<file path="config.mk">
export PLATFORM = sky130hd
export DESIGN_NAME = hsi_exec
export DESIGN_NICKNAME = d
export VERILOG_FILES = /design/src/verilog/hsi_pkg.sv /design/src/verilog/hsi_alu_if.sv /design/src/verilog/hsi_sub.sv /design/src/verilog/hsi_exec.sv
export SDC_FILE = /design/constraint.sdc
export NUM_CORES = 1
export LEC_CHECK = 0
export ABC_AREA = 1
export BUFFER_PORTS_ARGS = -buffer_cell sky130_fd_sc_hd__buf_2
export CELL_PAD_IN_SITES_DETAIL_PLACEMENT = 0
export CELL_PAD_IN_SITES_GLOBAL_PLACEMENT = 1
export CORE_MARGIN = 2
export CORE_UTILIZATION = 32
export CTS_CLUSTER_DIAMETER = 40
export DETAILED_ROUTE_END_ITERATION = 16
export HOLD_SLACK_MARGIN = 0.12
export PLACE_DENSITY = 0.83
export SLEW_MARGIN = 20
export SYNTH_ARGS = -nofsm -noshare
export SYNTH_HDL_FRONTEND = slang
export SYNTH_SLANG_ARGS = --single-unit
</file>
<file path="constraint.sdc">
create_clock -name clk -period 5.1 [get_ports clk]
set_input_delay 1.02 -clock clk [delete_from_list [all_inputs] [get_ports clk]]
set_output_delay 1.02 -clock clk [all_outputs]
set_load 0.005 [all_outputs]
</file>
<file path="src/verilog/hsi_pkg.sv">
// Constants and types for the halt and subtract instruction executer.
// Assumes a 14-bit instruction word delivered one per instruction cycle.
// Function
// - Power-down clears watchdog counter and prescaler
// - Power-down clears halt, sets expiry status
// - Decode power-down opcode; one cycle; halt oscillator
// - Literal minus accumulator; updates carry, half-byte, zero
// - Literal subtract always writes the accumulator
// - Register minus accumulator; updates carry, half-byte, zero
// - Destination bit selects accumulator or register
package hsi_pkg;
	localparam int HSI_IW = 14;
	localparam logic [13:0] HSI_OP_HALT = 14'h0063;
	localparam logic [5:0] HSI_OP_SUBL_MASK = 6'h3E;
	localparam logic [5:0] HSI_OP_SUBL = 6'h3C;
	localparam logic [5:0] HSI_OP_SUBR = 6'h02;
	localparam int HSI_DEST_BIT = 7;
	localparam logic [7:0] HSI_ACC_RESET = 8'h00;
	localparam logic [7:0] HSI_WATCHDOG_CLEAR = 8'h00;
	localparam logic HSI_FLAG_RESET = 1'b0;
	localparam logic HSI_STATUS_RESET = 1'b1;

	typedef enum logic [2:0] {
		HSI_NONE = 3'b001,
		HSI_HALT = 3'b010,
		HSI_SUB = 3'b100
	} hsi_kind_t;
endpackage : hsi_pkg

</file>
<file path="src/verilog/hsi_alu_if.sv">
// Operand and result bundle between the executer and its subtractor.
// Assumes both ends share one clock domain.
`timescale 1ns/10ps
interface hsi_alu_if;
	logic [7:0] minuend;
	logic [7:0] subtrahend;
	logic [7:0] result;
	logic carry;
	logic half_byte_overflow;
	logic zero;
	modport master (output minuend, output subtrahend, input result, input carry, input half_byte_overflow, input zero);
	modport slave (input minuend, input subtrahend, output result, output carry, output half_byte_overflow, output zero);
endinterface : hsi_alu_if

</file>
<file path="src/verilog/hsi_sub.sv">
// Combinational 8-bit subtractor producing flags.
// Assumes operands are stable during the cycle.
`timescale 1ns/10ps
module hsi_sub (
	hsi_alu_if.slave alu
);
	logic [8:0] full;
	logic [4:0] low;

	// Two's complement: add inverted subtrahend plus one; carry out means no borrow
	assign full = {1'b0, alu.minuend} + {1'b0, ~alu.subtrahend} + 9'h001;
	assign low = {1'b0, alu.minuend[3:0]} + {1'b0, ~alu.subtrahend[3:0]} + 5'h01;
	assign alu.result = full[7:0];
	assign alu.carry = full[8];
	assign alu.half_byte_overflow = low[4];
	assign alu.zero = (full[7:0] == 8'h00);
endmodule : hsi_sub

</file>
<file path="src/verilog/hsi_exec.sv">
// Executes power-down and the two subtract instructions.
// Assumes the datapath supplies the addressed register value in the same cycle
// and takes the file write strobe; other opcodes are ignored here.
// Assumes the wake-up logic outside releases the stopped oscillator through reset.
`timescale 1ns/10ps
module hsi_exec
	import hsi_pkg::*;
(
	input wire logic clk,
	input wire logic rst,
	input wire logic ce,
	input wire logic instr_valid,
	input wire logic [HSI_IW-1:0] instr,
	input wire logic [7:0] file_rdata,
	output logic [6:0] file_addr,
	output logic [7:0] file_wdata,
	output logic file_we,
	output logic [7:0] acc_q,
	output logic carry_q,
	output logic half_byte_overflow_q,
	output logic zero_q,
	output logic expiry_status_q,
	output logic halt_status_q,
	output logic watchdog_clear,
	output logic osc_halt_q
);
	hsi_alu_if alu ();
	hsi_kind_t kind;
	logic is_subl;
	logic is_subr;
	logic go;

	// Decoders are shared by the datapath and by the checks below
	function automatic logic hsi_is_lit_sub(input logic [HSI_IW-1:0] word);
		return (word[13:8] & HSI_OP_SUBL_MASK) == HSI_OP_SUBL;
	endfunction : hsi_is_lit_sub

	function automatic logic hsi_is_reg_sub(input logic [HSI_IW-1:0] word);
		return word[13:8] == HSI_OP_SUBR;
	endfunction : hsi_is_reg_sub

	function automatic logic hsi_is_halt(input logic [HSI_IW-1:0] word);
		return word == HSI_OP_HALT;
	endfunction : hsi_is_halt

	// The literal form has no destination bit; its bit 7 is literal data
	function automatic logic hsi_to_acc(input logic [HSI_IW-1:0] word);
		return hsi_is_lit_sub(word) || !word[HSI_DEST_BIT];
	endfunction : hsi_to_acc

	hsi_sub u_sub (
		.alu(alu)
	);

	assign go = ce && instr_valid && !osc_halt_q;
	assign is_subl = hsi_is_lit_sub(instr);
	assign is_subr = hsi_is_reg_sub(instr);

	always_comb begin
		kind = HSI_NONE;
		if (hsi_is_halt(instr)) begin
			kind = HSI_HALT;
		end else if (is_subl || is_subr) begin
			kind = HSI_SUB;
		end
	end

	// Literal operand only for the literal form, register value otherwise
	assign alu.minuend = is_subl ? instr[7:0] : file_rdata;
	assign alu.subtrahend = acc_q;
	assign file_addr = instr[6:0];
	// Write-back is combinational so the datapath commits in this same cycle
	assign file_we = go && is_subr && instr[HSI_DEST_BIT];
	assign file_wdata = alu.result;
	assign watchdog_clear = go && (kind == HSI_HALT);

	always_ff @(posedge clk) begin
		if (rst) begin
			acc_q <= HSI_ACC_RESET;
		end else if (go && kind == HSI_SUB) begin
			// A register destination leaves the accumulator untouched
			if (hsi_to_acc(instr)) begin
				acc_q <= alu.result;
			end
		end
	end

	always_ff @(posedge clk) begin
		if (rst) begin
			carry_q <= HSI_FLAG_RESET;
			half_byte_overflow_q <= HSI_FLAG_RESET;
			zero_q <= HSI_FLAG_RESET;
		end else if (go && kind == HSI_SUB) begin
			carry_q <= alu.carry;
			half_byte_overflow_q <= alu.half_byte_overflow;
			zero_q <= alu.zero;
		end
	end

	// Status bits are active low in meaning; reset shows no timeout and no halt
	always_ff @(posedge clk) begin
		if (rst) begin
			expiry_status_q <= HSI_STATUS_RESET;
			halt_status_q <= HSI_STATUS_RESET;
			osc_halt_q <= 1'b0;
		end else if (go && kind == HSI_HALT) begin
			expiry_status_q <= 1'b1;
			halt_status_q <= 1'b0;
			osc_halt_q <= 1'b1;
		end
	end

	// Copies of the operands one cycle back, so the checks below can rebuild
	// the expected result from the inputs rather than from the subtractor
	logic [7:0] acc_prev;
	logic [7:0] instr_prev_lit;
	logic [7:0] rdata_prev;
	logic [7:0] min_prev;

	always_ff @(posedge clk) begin
		acc_prev <= acc_q;
		instr_prev_lit <= instr[7:0];
		rdata_prev <= file_rdata;
		min_prev <= alu.minuend;
	end

	// Power-down leaves the status pair in its sleeping state and stops the oscillator
	halt_flags_a: assert property (@(posedge clk) disable iff (rst)
		watchdog_clear |=> !halt_status_q && expiry_status_q && osc_halt_q)
		else $error("halt flags wrong");

	// Only the one exact word may clear the watchdog
	halt_decode_a: assert property (@(posedge clk) disable iff (rst)
		watchdog_clear |-> instr == HSI_OP_HALT)
		else $error("bad halt decode");

	// Every accepted power-down word must pulse the clear
	wd_clear_a: assert property (@(posedge clk) disable iff (rst)
		(ce && instr_valid && !osc_halt_q && instr == HSI_OP_HALT) |-> watchdog_clear)
		else $error("no watchdog clear");

	// Power-down touches no arithmetic flag and no accumulator bit
	halt_arith_a: assert property (@(posedge clk) disable iff (rst)
		(go && kind == HSI_HALT) |=> $stable(acc_q) && $stable(carry_q)
		&& $stable(half_byte_overflow_q) && $stable(zero_q))
		else $error("power-down changed arithmetic state");

	// Once stopped the core stays stopped until reset
	halt_hold_a: assert property (@(posedge clk) disable iff (rst)
		osc_halt_q |=> osc_halt_q)
		else $error("oscillator restarted");

	// A stopped core issues no strobes at all
	halted_quiet_a: assert property (@(posedge clk) disable iff (rst)
		osc_halt_q |-> !file_we && !watchdog_clear)
		else $error("strobe while halted");

	// Literal minus accumulator lands in the accumulator one edge later
	subl_value_a: assert property (@(posedge clk) disable iff (rst)
		(go && is_subl) |=> acc_q == 8'(instr_prev_lit - acc_prev))
		else $error("literal sub value");

	// The literal form never reaches the register file
	subl_nowrite_a: assert property (@(posedge clk) disable iff (rst)
		(go && is_subl) |-> !file_we)
		else $error("literal sub wrote file");

	// Register destination: strobe and value now, accumulator kept after
	subr_dest_a: assert property (@(posedge clk) disable iff (rst)
		(go && is_subr && instr[HSI_DEST_BIT])
		|-> file_we && file_wdata == 8'(file_rdata - acc_q) ##1 acc_q == acc_prev)
		else $error("register dest wrong");

	// Accumulator destination: register value minus accumulator
	subr_acc_a: assert property (@(posedge clk) disable iff (rst)
		(go && is_subr && !instr[HSI_DEST_BIT]) |=> acc_q == 8'(rdata_prev - acc_prev))
		else $error("acc dest wrong");

	// Carry means no borrow, so it follows an unsigned compare of the operands
	carry_borrow_a: assert property (@(posedge clk) disable iff (rst)
		(go && kind == HSI_SUB) |=> carry_q == (min_prev >= acc_prev))
		else $error("carry wrong");

	// The low nibble carries out exactly when it does not borrow
	half_byte_a: assert property (@(posedge clk) disable iff (rst)
		(go && kind == HSI_SUB) |=> half_byte_overflow_q == (min_prev[3:0] >= acc_prev[3:0]))
		else $error("half-byte flag wrong");

	// Zero result exactly when both operands were equal
	zero_flag_a: assert property (@(posedge clk) disable iff (rst)
		(go && kind == HSI_SUB) |=> zero_q == (min_prev == acc_prev))
		else $error("zero flag wrong");

	// Subtraction leaves the power status pair alone
	sub_status_a: assert property (@(posedge clk) disable iff (rst)
		(go && kind == HSI_SUB) |=> $stable(expiry_status_q) && $stable(halt_status_q))
		else $error("sub changed status");

	// A low enable freezes every register, even with a valid word present
	ce_freeze_a: assert property (@(posedge clk) disable iff (rst)
		!ce |=> $stable(acc_q) && $stable(carry_q) && $stable(half_byte_overflow_q)
		&& $stable(zero_q) && $stable(expiry_status_q) && $stable(halt_status_q) && $stable(osc_halt_q))
		else $error("state moved with enable low");

	// Strobes are only ever issued for an accepted word
	idle_quiet_a: assert property (@(posedge clk) disable iff (rst)
		!go |-> !file_we && !watchdog_clear)
		else $error("strobe without accepted word");

	// Words outside the three opcodes pass through without effect
	foreign_op_a: assert property (@(posedge clk) disable iff (rst)
		(go && kind == HSI_NONE) |=> $stable(acc_q) && $stable(carry_q) && $stable(half_byte_overflow_q)
		&& $stable(zero_q) && $stable(expiry_status_q) && $stable(halt_status_q))
		else $error("foreign opcode changed state");

	// Main scenarios the bench is expected to reach
	halt_seen_c: cover property (@(posedge clk) disable iff (rst) watchdog_clear);
	subl_seen_c: cover property (@(posedge clk) disable iff (rst) go && is_subl);
	subr_file_c: cover property (@(posedge clk) disable iff (rst) file_we);
	borrow_seen_c: cover property (@(posedge clk) disable iff (rst) go && kind == HSI_SUB && !alu.carry);
	freeze_seen_c: cover property (@(posedge clk) disable iff (rst) !ce && instr_valid);
endmodule : hsi_exec

</file>
After elaboration in Yosys (flattened, before gate mapping)
Cells that the tools add are included.
W data, S select, Z words.
{ "totals": {"reg_bits": 13, "in_bits": 26, "out_inout_bits": 31} }
{ "op_classes": {"add_sub_neg": 4, "n_eq_ne": 5, "mux": 3, "bitwise": 2, "reduce_logical": 12} }
{ "ops": {"columns": ["op", "count"], "rows": [
  ["$eq A14 B7 Y1 const B", 1],
  ["$add A8 B8 Y9", 1],
  ["$add A9 B1 Y9 const B", 1],
  ["$logic_not A8 Y1", 1],
  ["$mux W8", 1],
  ["$not A8 Y8", 1],
  ["$eq A6 B2 Y1 const B", 1],
  ["$logic_and A1 B1 Y1", 6],
  ["$mux W3", 2],
  ["$add A4 B4 Y5", 1],
  ["$add A5 B1 Y5 const B", 1],
  ["$eq A5 B5 Y1 const B", 1],
  ["$not A4 Y4", 1],
  ["$eq A3 B2 Y1 const B", 1],
  ["$eq A3 B3 Y1 const B", 1],
  ["$logic_not A1 Y1", 2],
  ["$logic_or A1 B1 Y1", 2],
  ["$reduce_and A2 Y1", 1]
]} }

Depth between registers and ports, before layout
Gate-level depths: netlist of run 1.
{ "depth": {"word_depth": 7, "mapped_depth": 16, "ltp_nobuf": 16} }

Cells and area by module
Synthesis of run 1 repeated with hierarchy kept, for this count alone.
{ "unflattened": {"cells_unflattened": 245, "hier_area_um2": 1426.4} }
{ "by_module_without_submodules": {"columns": ["mod", "n_inst", "cells_per_inst", "area_per_inst_um2", "seq_area_each_um2"], "rows": [
  ["hsi_exec", 1, 150, 919.6, 260.2],
  ["hsi_sub", 1, 95, 506.7, 0.0]
]} }

Worst setup path after synthesis of run 1
Ideal clock, no wire load.
{ "synth_path": {"kind": "in2out", "start": "in instr[10]", "end": "out file_wdata[5]", "arrival_ns": 2.512, "t_required_ns": 4.080, "slack_ns": 1.568, "stages": 13, "path_buffers": 1, "cell_sequence": "inv_1 nor2_4 nand4_4 clkbuf_1 nand2_1 nand2_1 ha_1 or2_1 nand4_1 nand2_1 nand2_1 nand2_1 inv_1"} }
{ "synth_between": {"elab_chain_len": 4} }
{ "synth_lines": {"columns": ["item", "line", "rtl"], "rows": [
  ["start, declared", "hsi_exec.sv:13", "input wire logic [HSI_IW-1:0] instr,"],
  ["$eq A5 B5 Y1", "hsi_exec.sv:35", "return (word[13:8] & HSI_OP_SUBL_MASK) == HSI_OP_SUBL;"],
  ["$mux W8", "hsi_exec.sv:69", "assign alu.minuend = is_subl ? instr[7:0] : file_rdata;"],
  ["$add A8 B8 Y9", "hsi_sub.sv:11", "assign full = {1'b0, alu.minuend} + {1'b0, ~alu.subtrahend} + 9'h001;"],
  ["$add A9 B1 Y9", "hsi_sub.sv:11", null],
  ["end, declared", "hsi_exec.sv:16", "output logic [7:0] file_wdata,"]
]} }
No other way between the ends.

Final worst setup path of run 1
{ "layout_path": {"start": "in instr[9]", "end": "out file_wdata[6]"} }
Same word-level chain as after synthesis.

==> flow_metrics.py, run 1 <==
metrics = {
    "cells_and_area": {
        "finalNetCount": 270,
        "final_area_sq_um": 1450,
        "diodes": 0,
        "area_growth_pct": 24.36,
        "drive_gt1_share_pct": 27.78,
        "instances_no_fill": 280,
        "fillers": 404,
    },
    "clock_tree": {
        "post_cts_resized": 0,
        "root_buffer": "clkbuf_4",
        "clk_latency_ns": 0.29,
        "clock-sinks": 13,
        "cts_tree": "done",
        "cts-hold-fix-buffers": 0,
        "cts_buffers": 3,
        "cts_buffer_depth": 2,
        "postCtsSetupRepairBufs": 0,
        "htree_levels": 1,
        "clkTransAtPathRegs_ns": 0.07,
    },
    "placed_design": {
        "place.detailed.hpwl_um": 2653,
        "place.detailed.instances": 276,
        "place_area_sq_um": 1424,
        "preCtsSetupSlack_ns": 1.052,
        "io_buffers": 55,
        "gp_congestion": 0.8150,
    },
    "power_and_ir_drop": {
        "power_frac_seq_pct": 41.9,
        "pwr-share-clk_pct": 27.7,
        "power.total_mw": 0.2439,
        "power.leakage_nw": 0.8390,
        "p_int_mw": 0.1630,
        "p_sw_share_pct": 33.17,
        "irDropWorstVdd_uv": 103.2,
        "p_comb_share_pct": 30.3,
        "power_density_nw_per_um2": 168.2,
        "p_switching_mw": 0.08091,
    },
    "yosys": {
        "synth-async-reset-ratio_pct": 0,
        "yosysWarnings": 0,
        "synth_cell_types": 29,
        "syn_area_sq_um": 1166,
        "synth_commonest_cells": "nand2_1 (46), inv_1 (33), nor2_1 (18), dfxtp_1 (13), nand3_1 (13)",
        "synth.avg_cell_area_sq_um": 6.303,
        "yosysMostFrequentCell": "nand2_1",
        "ys_ff_latch": 13,
        "synth_seq_area_share_pct": 22.32,
        "synth_top_cell_area_share_pct": 22.32,
        "ys.flop_type": "dfxtp_1",
        "synthTopCellsByArea": "dfxtp_1 (22%), nand2_1 (15%), inv_1 (11%), ha_1 (8.6%), nor2_1 (5.8%)",
        "synth_top_cell_by_area": "dfxtp_1",
        "synth_edf_count": 0,
        "synth_nets": 220,
        "synth_cells": 185,
    },
    "critical_path": {
        "arrival_ns": 3.00,
        "critPathMaxFanout": 14,
        "cp-end-kind": "primary output",
        "r2r_cells": 9,
        "crit_required_ns": 4.08,
        "start_kind": "input port",
        "path_class": "input port to primary output",
    },
    "sta": {
        "min_period_ns": 4.020,
        "period_share_pct": 78.82,
        "setup_slack_ns": 1.080,
        "clock_skew_ns": 0.01548,
        "max_freq_mhz": 248.8,
        "drv_slew": 0,
        "setup-violations-final": 0,
        "tns_ns": 0,
        "hold_violations": 0,
        "rsz0062_at_grt": "no",
    },
    "floorplan": {
        "die-area_sq_um": 4143,
        "dieWidth_um": 64.37,
        "start_util_pct": 34.14,
        "core_sq_um": 3416,
        "row_count": 21,
        "io_pins": 57,
        "die_height_um": 64.37,
    },
    "detailed_routing": {
        "ant_nets": 0,
        "drt_pass1_iterations": 4,
        "drt_iter0_drc": 71,
        "wire_per_inst_um": 11.46,
        "vias": 1285,
        "viasPerCell": 4.589,
        "drc_errors": 0,
        "wl_um": 3209,
    },
    "flow_run": {
        "maxCapViolations": 0,
    },
    "global_routing": {
        "grt_max_degree": 15,
        "antenna_found_initial": 0,
        "grt_overflow": 0,
        "grt_pass1_vias": 1180,
        "track_usage_pct": 16.40,
        "grt_pass1_wl_um": 5306,
    },
    "min_path": {
        "whs_path_depth": 2,
        "hold_path.class": "flip-flop to flip-flop",
    },
    "status": {
        "status": "finished, final reports clean",
    },
}
-- placed cells by master (no fill, tap or decap), types with 2 or more instances in the layout --
cell type and count:
buf_2 55, nand2_1 46, inv_1 33, nor2_1 18, nand3_1 13, dfxtp_1 13, a21oi_1 11, o21ai_0 11
ha_1 8, nand4_1 3, clkbuf_4 3, nand3b_1 2, o21ai_1 2
-- sequential cells by signal (all words and copies together) (netlist names) --
name,flops
acc_q,8
carry_q,1
half_byte_overflow_q,1
halt_status_q,1
osc_halt_q,1
zero_q,1
-- through the flow --
step,hold slack (ns),util [%]
2_1_floorplan,0.4426,-
3_3_place_gp,0.4298,41.69
3_5_place_dp,0.4371,41.69
4_1_cts,0.4560,42.45
5_1_grt,0.4884,42.45
6_report,0.4494,42.45
-- logic make-up after synthesis --
group | count (synthesis) | synth area share, %
AOI/OAI and AO/OA | 27 | 12.98
xor gates and xnor gates | 1 | 0.7512
DFF | 13 | 22.32
other | 1 | 0.3216
adders and majority gates | 9 | 10.30
and+or+nand+nor | 90 | 35.41
muxes | 1 | 0.8584
buffers and inverters | 43 | 17.06
-- power by group through the flow --
stage	Combinational, mW	Sequential, mW	Clock (mW)
5_1_grt	0.0838	0.102	0.0742
3_3_place_gp	0.0739	0.105	0
6_report	0.0740	0.102	0.0676
3_5_place_dp	0.0738	0.105	0
2_1_floorplan	0.0464	0.105	0
4_1_cts	0.0745	0.102	0.0697
-- final cells by class --
cell class | count | area, sq um | area share [%]
multi-input combinational | 129 | 706.9 | 48.75
sequential | 13 | 260.3 | 17.95
clock buffer | 4 | 26.28 | 1.812
tap | 46 | 57.56 | 3.969
inverter | 33 | 123.9 | 8.542
timing repair buffer | 55 | 275.3 | 18.98
-- worst paths after layout --
path | from | to | slack, ns
hold / removal | halt_status_q | halt_status_q | 0.45
hold reg to reg | halt_status_q | halt_status_q | 0.45
setup / recovery | instr[9] | file_wdata[6] | 1.08
setup reg to reg | acc_q[0] | zero_q | 3.16
-- routing by layer --
layer	up-vias	track usage, %	share of wire, %
li1	677	-	-
met1	554	22.15	47
met2	50	26.43	44
met3	4	2.289	7.6
met4	0	6.117	0.84
met5	-	0	0
-- worst max-delay path: stages --
cell	delay (ns)
buf_2	0.13
nor2_4	0.11
nand4_4	0.20
mux2i_1	0.27
ha_1	0.18
inv_1	0.07
fa_1	0.42
nand2_1	0.09
nand2_1	0.07
nand3b_1	0.12
nand2_1	0.06
nand2_1	0.06
nand2_1	0.07
buf_2	0.14
Power figures use the tool's default switching activity.
==> run 2, diff against run 1 <==
- CORE_UTILIZATION: 32 -> 30
- PLACE_DENSITY: 0.83 -> 0.78
- clock period: 5.1 -> 4.1 ns (I/O delays scaled with it)
==> flow_metrics.py, run 2 (synthesized netlist as in run 1, its figures left out) <==
metrics = {
    "status": {
        "status": "finished, final reports clean",
    },
    "floorplan": {
        "die-area_sq_um": 4402,
        "core_sq_um": 3689,
        "start_util_pct": 31.61,
        "row_count": 22,
        "die_height_um": 66.35,
        "io_pins": 57,
        "dieWidth_um": 66.35,
    },
    "cells_and_area": {
        "mostFrequentLayoutCell": "buf_2",
        "largest_register_ff_count": 8,
        "seqCellArea_sq_um": 260.3,
        "instances_no_fill": 282,
        "area_growth_pct": 26.18,
        "finalNetCount": 270,
        "fillers": 433,
        "final_cell_mix": "buf_2 (55), nand2_1 (46), inv_1 (33)",
        "drive_gt1_share_pct": 27.78,
        "final_area_sq_um": 1471,
        "regMostFlops": "acc_q",
        "multi_input_area_sq_um": 706.9,
        "diodes": 0,
    },
    "sta": {
        "drv_slew": 0,
        "setup-violations-final": 0,
        "max_freq_mhz": 278.1,
        "tns_ns": 0,
        "rsz0062_at_grt": "no",
        "min_period_ns": 3.596,
        "clock_skew_ns": 0.01056,
        "hold_violations": 0,
        "period_share_pct": 87.71,
    },
    "detailed_routing": {
        "vias": 1274,
        "viasPerCell": 4.518,
        "ant_nets": 0,
        "wire_per_inst_um": 11.36,
        "drt_pass1_iterations": 4,
        "wl_um": 3204,
        "drt_iter0_drc": 56,
        "drc_errors": 0,
    },
    "critical_path": {
        "arrival_ns": 2.78,
        "cp_cell_sequence": "buf_2 -> nor2_4 -> nand4_4 -> mux2i_1 -> ha_1 -> inv_1 -> fa_1 -> nand2_1 -> nand2_1 -> nand3b_1 -> nand2_1 -> nand2_1 -> nand2_1 -> buf_2",
        "critPathMaxFanout": 14,
        "critical_path.max_stage_delay_ns": 0.42,
        "cp-end-kind": "primary output",
        "crit_required_ns": 3.28,
        "crit_path_top_delay_cell": "fa_1",
        "start_kind": "input port",
        "path_common_cell": "nand2_1",
        "path_class": "input port to primary output",
    },
    "power_and_ir_drop": {
        "power_density_nw_per_um2": 229.8,
        "irDropWorstVdd_uv": 168.9,
        "power.leakage_nw": 0.8468,
    },
    "clock_tree": {
        "cts-hold-fix-buffers": 0,
        "clk_latency_ns": 0.25,
        "root_buffer": "clkbuf_8",
        "cts_buffers": 3,
        "clkTransAtPathRegs_ns": 0.05,
        "cts_tree": "done",
        "clock-sinks": 13,
        "post_cts_resized": 0,
        "cts_buffer_depth": 2,
        "htree_levels": 1,
        "postCtsSetupRepairBufs": 0,
    },
    "placed_design": {
        "gp_congestion": 0.8515,
        "place_area_sq_um": 1426,
        "io_buffers": 55,
        "place.detailed.instances": 278,
        "place.detailed.hpwl_um": 2667,
    },
    "global_routing": {
        "grt_pass1_vias": 1109,
        "grt_overflow": 0,
        "antenna_found_initial": 0,
        "grt_max_degree": 15,
        "track_usage_pct": 15.45,
        "grt_pass1_wl_um": 5064,
    },
    "flow_run": {
        "maxCapViolations": 0,
    },
    "min_path": {
        "hold_path.class": "flip-flop to flip-flop",
    },
}
run 2: report_power, final:
part / switching (mW) / total [mW] / internal, mW
Clock: 0.0505 / 0.119 / 0.0688
Combinational: 0.0533 / 0.0913 / 0.0381
Sequential: 0.000420 / 0.127 / 0.127
Total: 0.104 / 0.338 / 0.234
run 2: cell type report:
type / instances / area share (%)
flip-flops and latches: 13 / 17.69
inverters: 33 / 8.418
clock buffers: 4 / 3.061
multi-input cells: 129 / 48.04
repair buffers: 55 / 18.71
well taps: 48 / 4.082
run 2: worst max-delay path, delay by kind of cell:
family	cells	cell delay [ns]
mux	1	0.25
fa+ha+maj	2	0.59
simple gates	8	0.78
buf+inv	3	0.33
run 2: metal layers:
layer,up-vias,part of all wire (%),track usage (%)
met1,543,48,21.60
li1,677,-,-
met2,52,42,24.13
met3,2,8.6,2.555
met4,0,0.94,4.592
met5,-,0,0
run 2: path summary, 6_finish.rpt:
path	depth (start not counted)	endpoint	start	slack, ns
setup / recovery	14	file_wdata[6]	instr[9]	0.50
hold / removal	2	halt_status_q	halt_status_q	0.45
setup reg to reg	9	zero_q	acc_q[0]	2.05
hold reg to reg	2	halt_status_q	halt_status_q	0.45
run 2: per-stage QoR:
stage          worst slack, ns  util [%]  total power [mW]  hold WS [ns]
2_1_floorplan           0.9675         -            0.1879        0.4426
3_3_place_gp            0.5590     38.67            0.2221        0.4356
3_5_place_dp            0.4902     38.67            0.2215        0.4414
4_1_cts                 0.4832     39.89            0.3431        0.4535
5_1_grt                 0.3036     39.89            0.3632        0.4707
6_report                0.5038     39.89            0.3382        0.4494
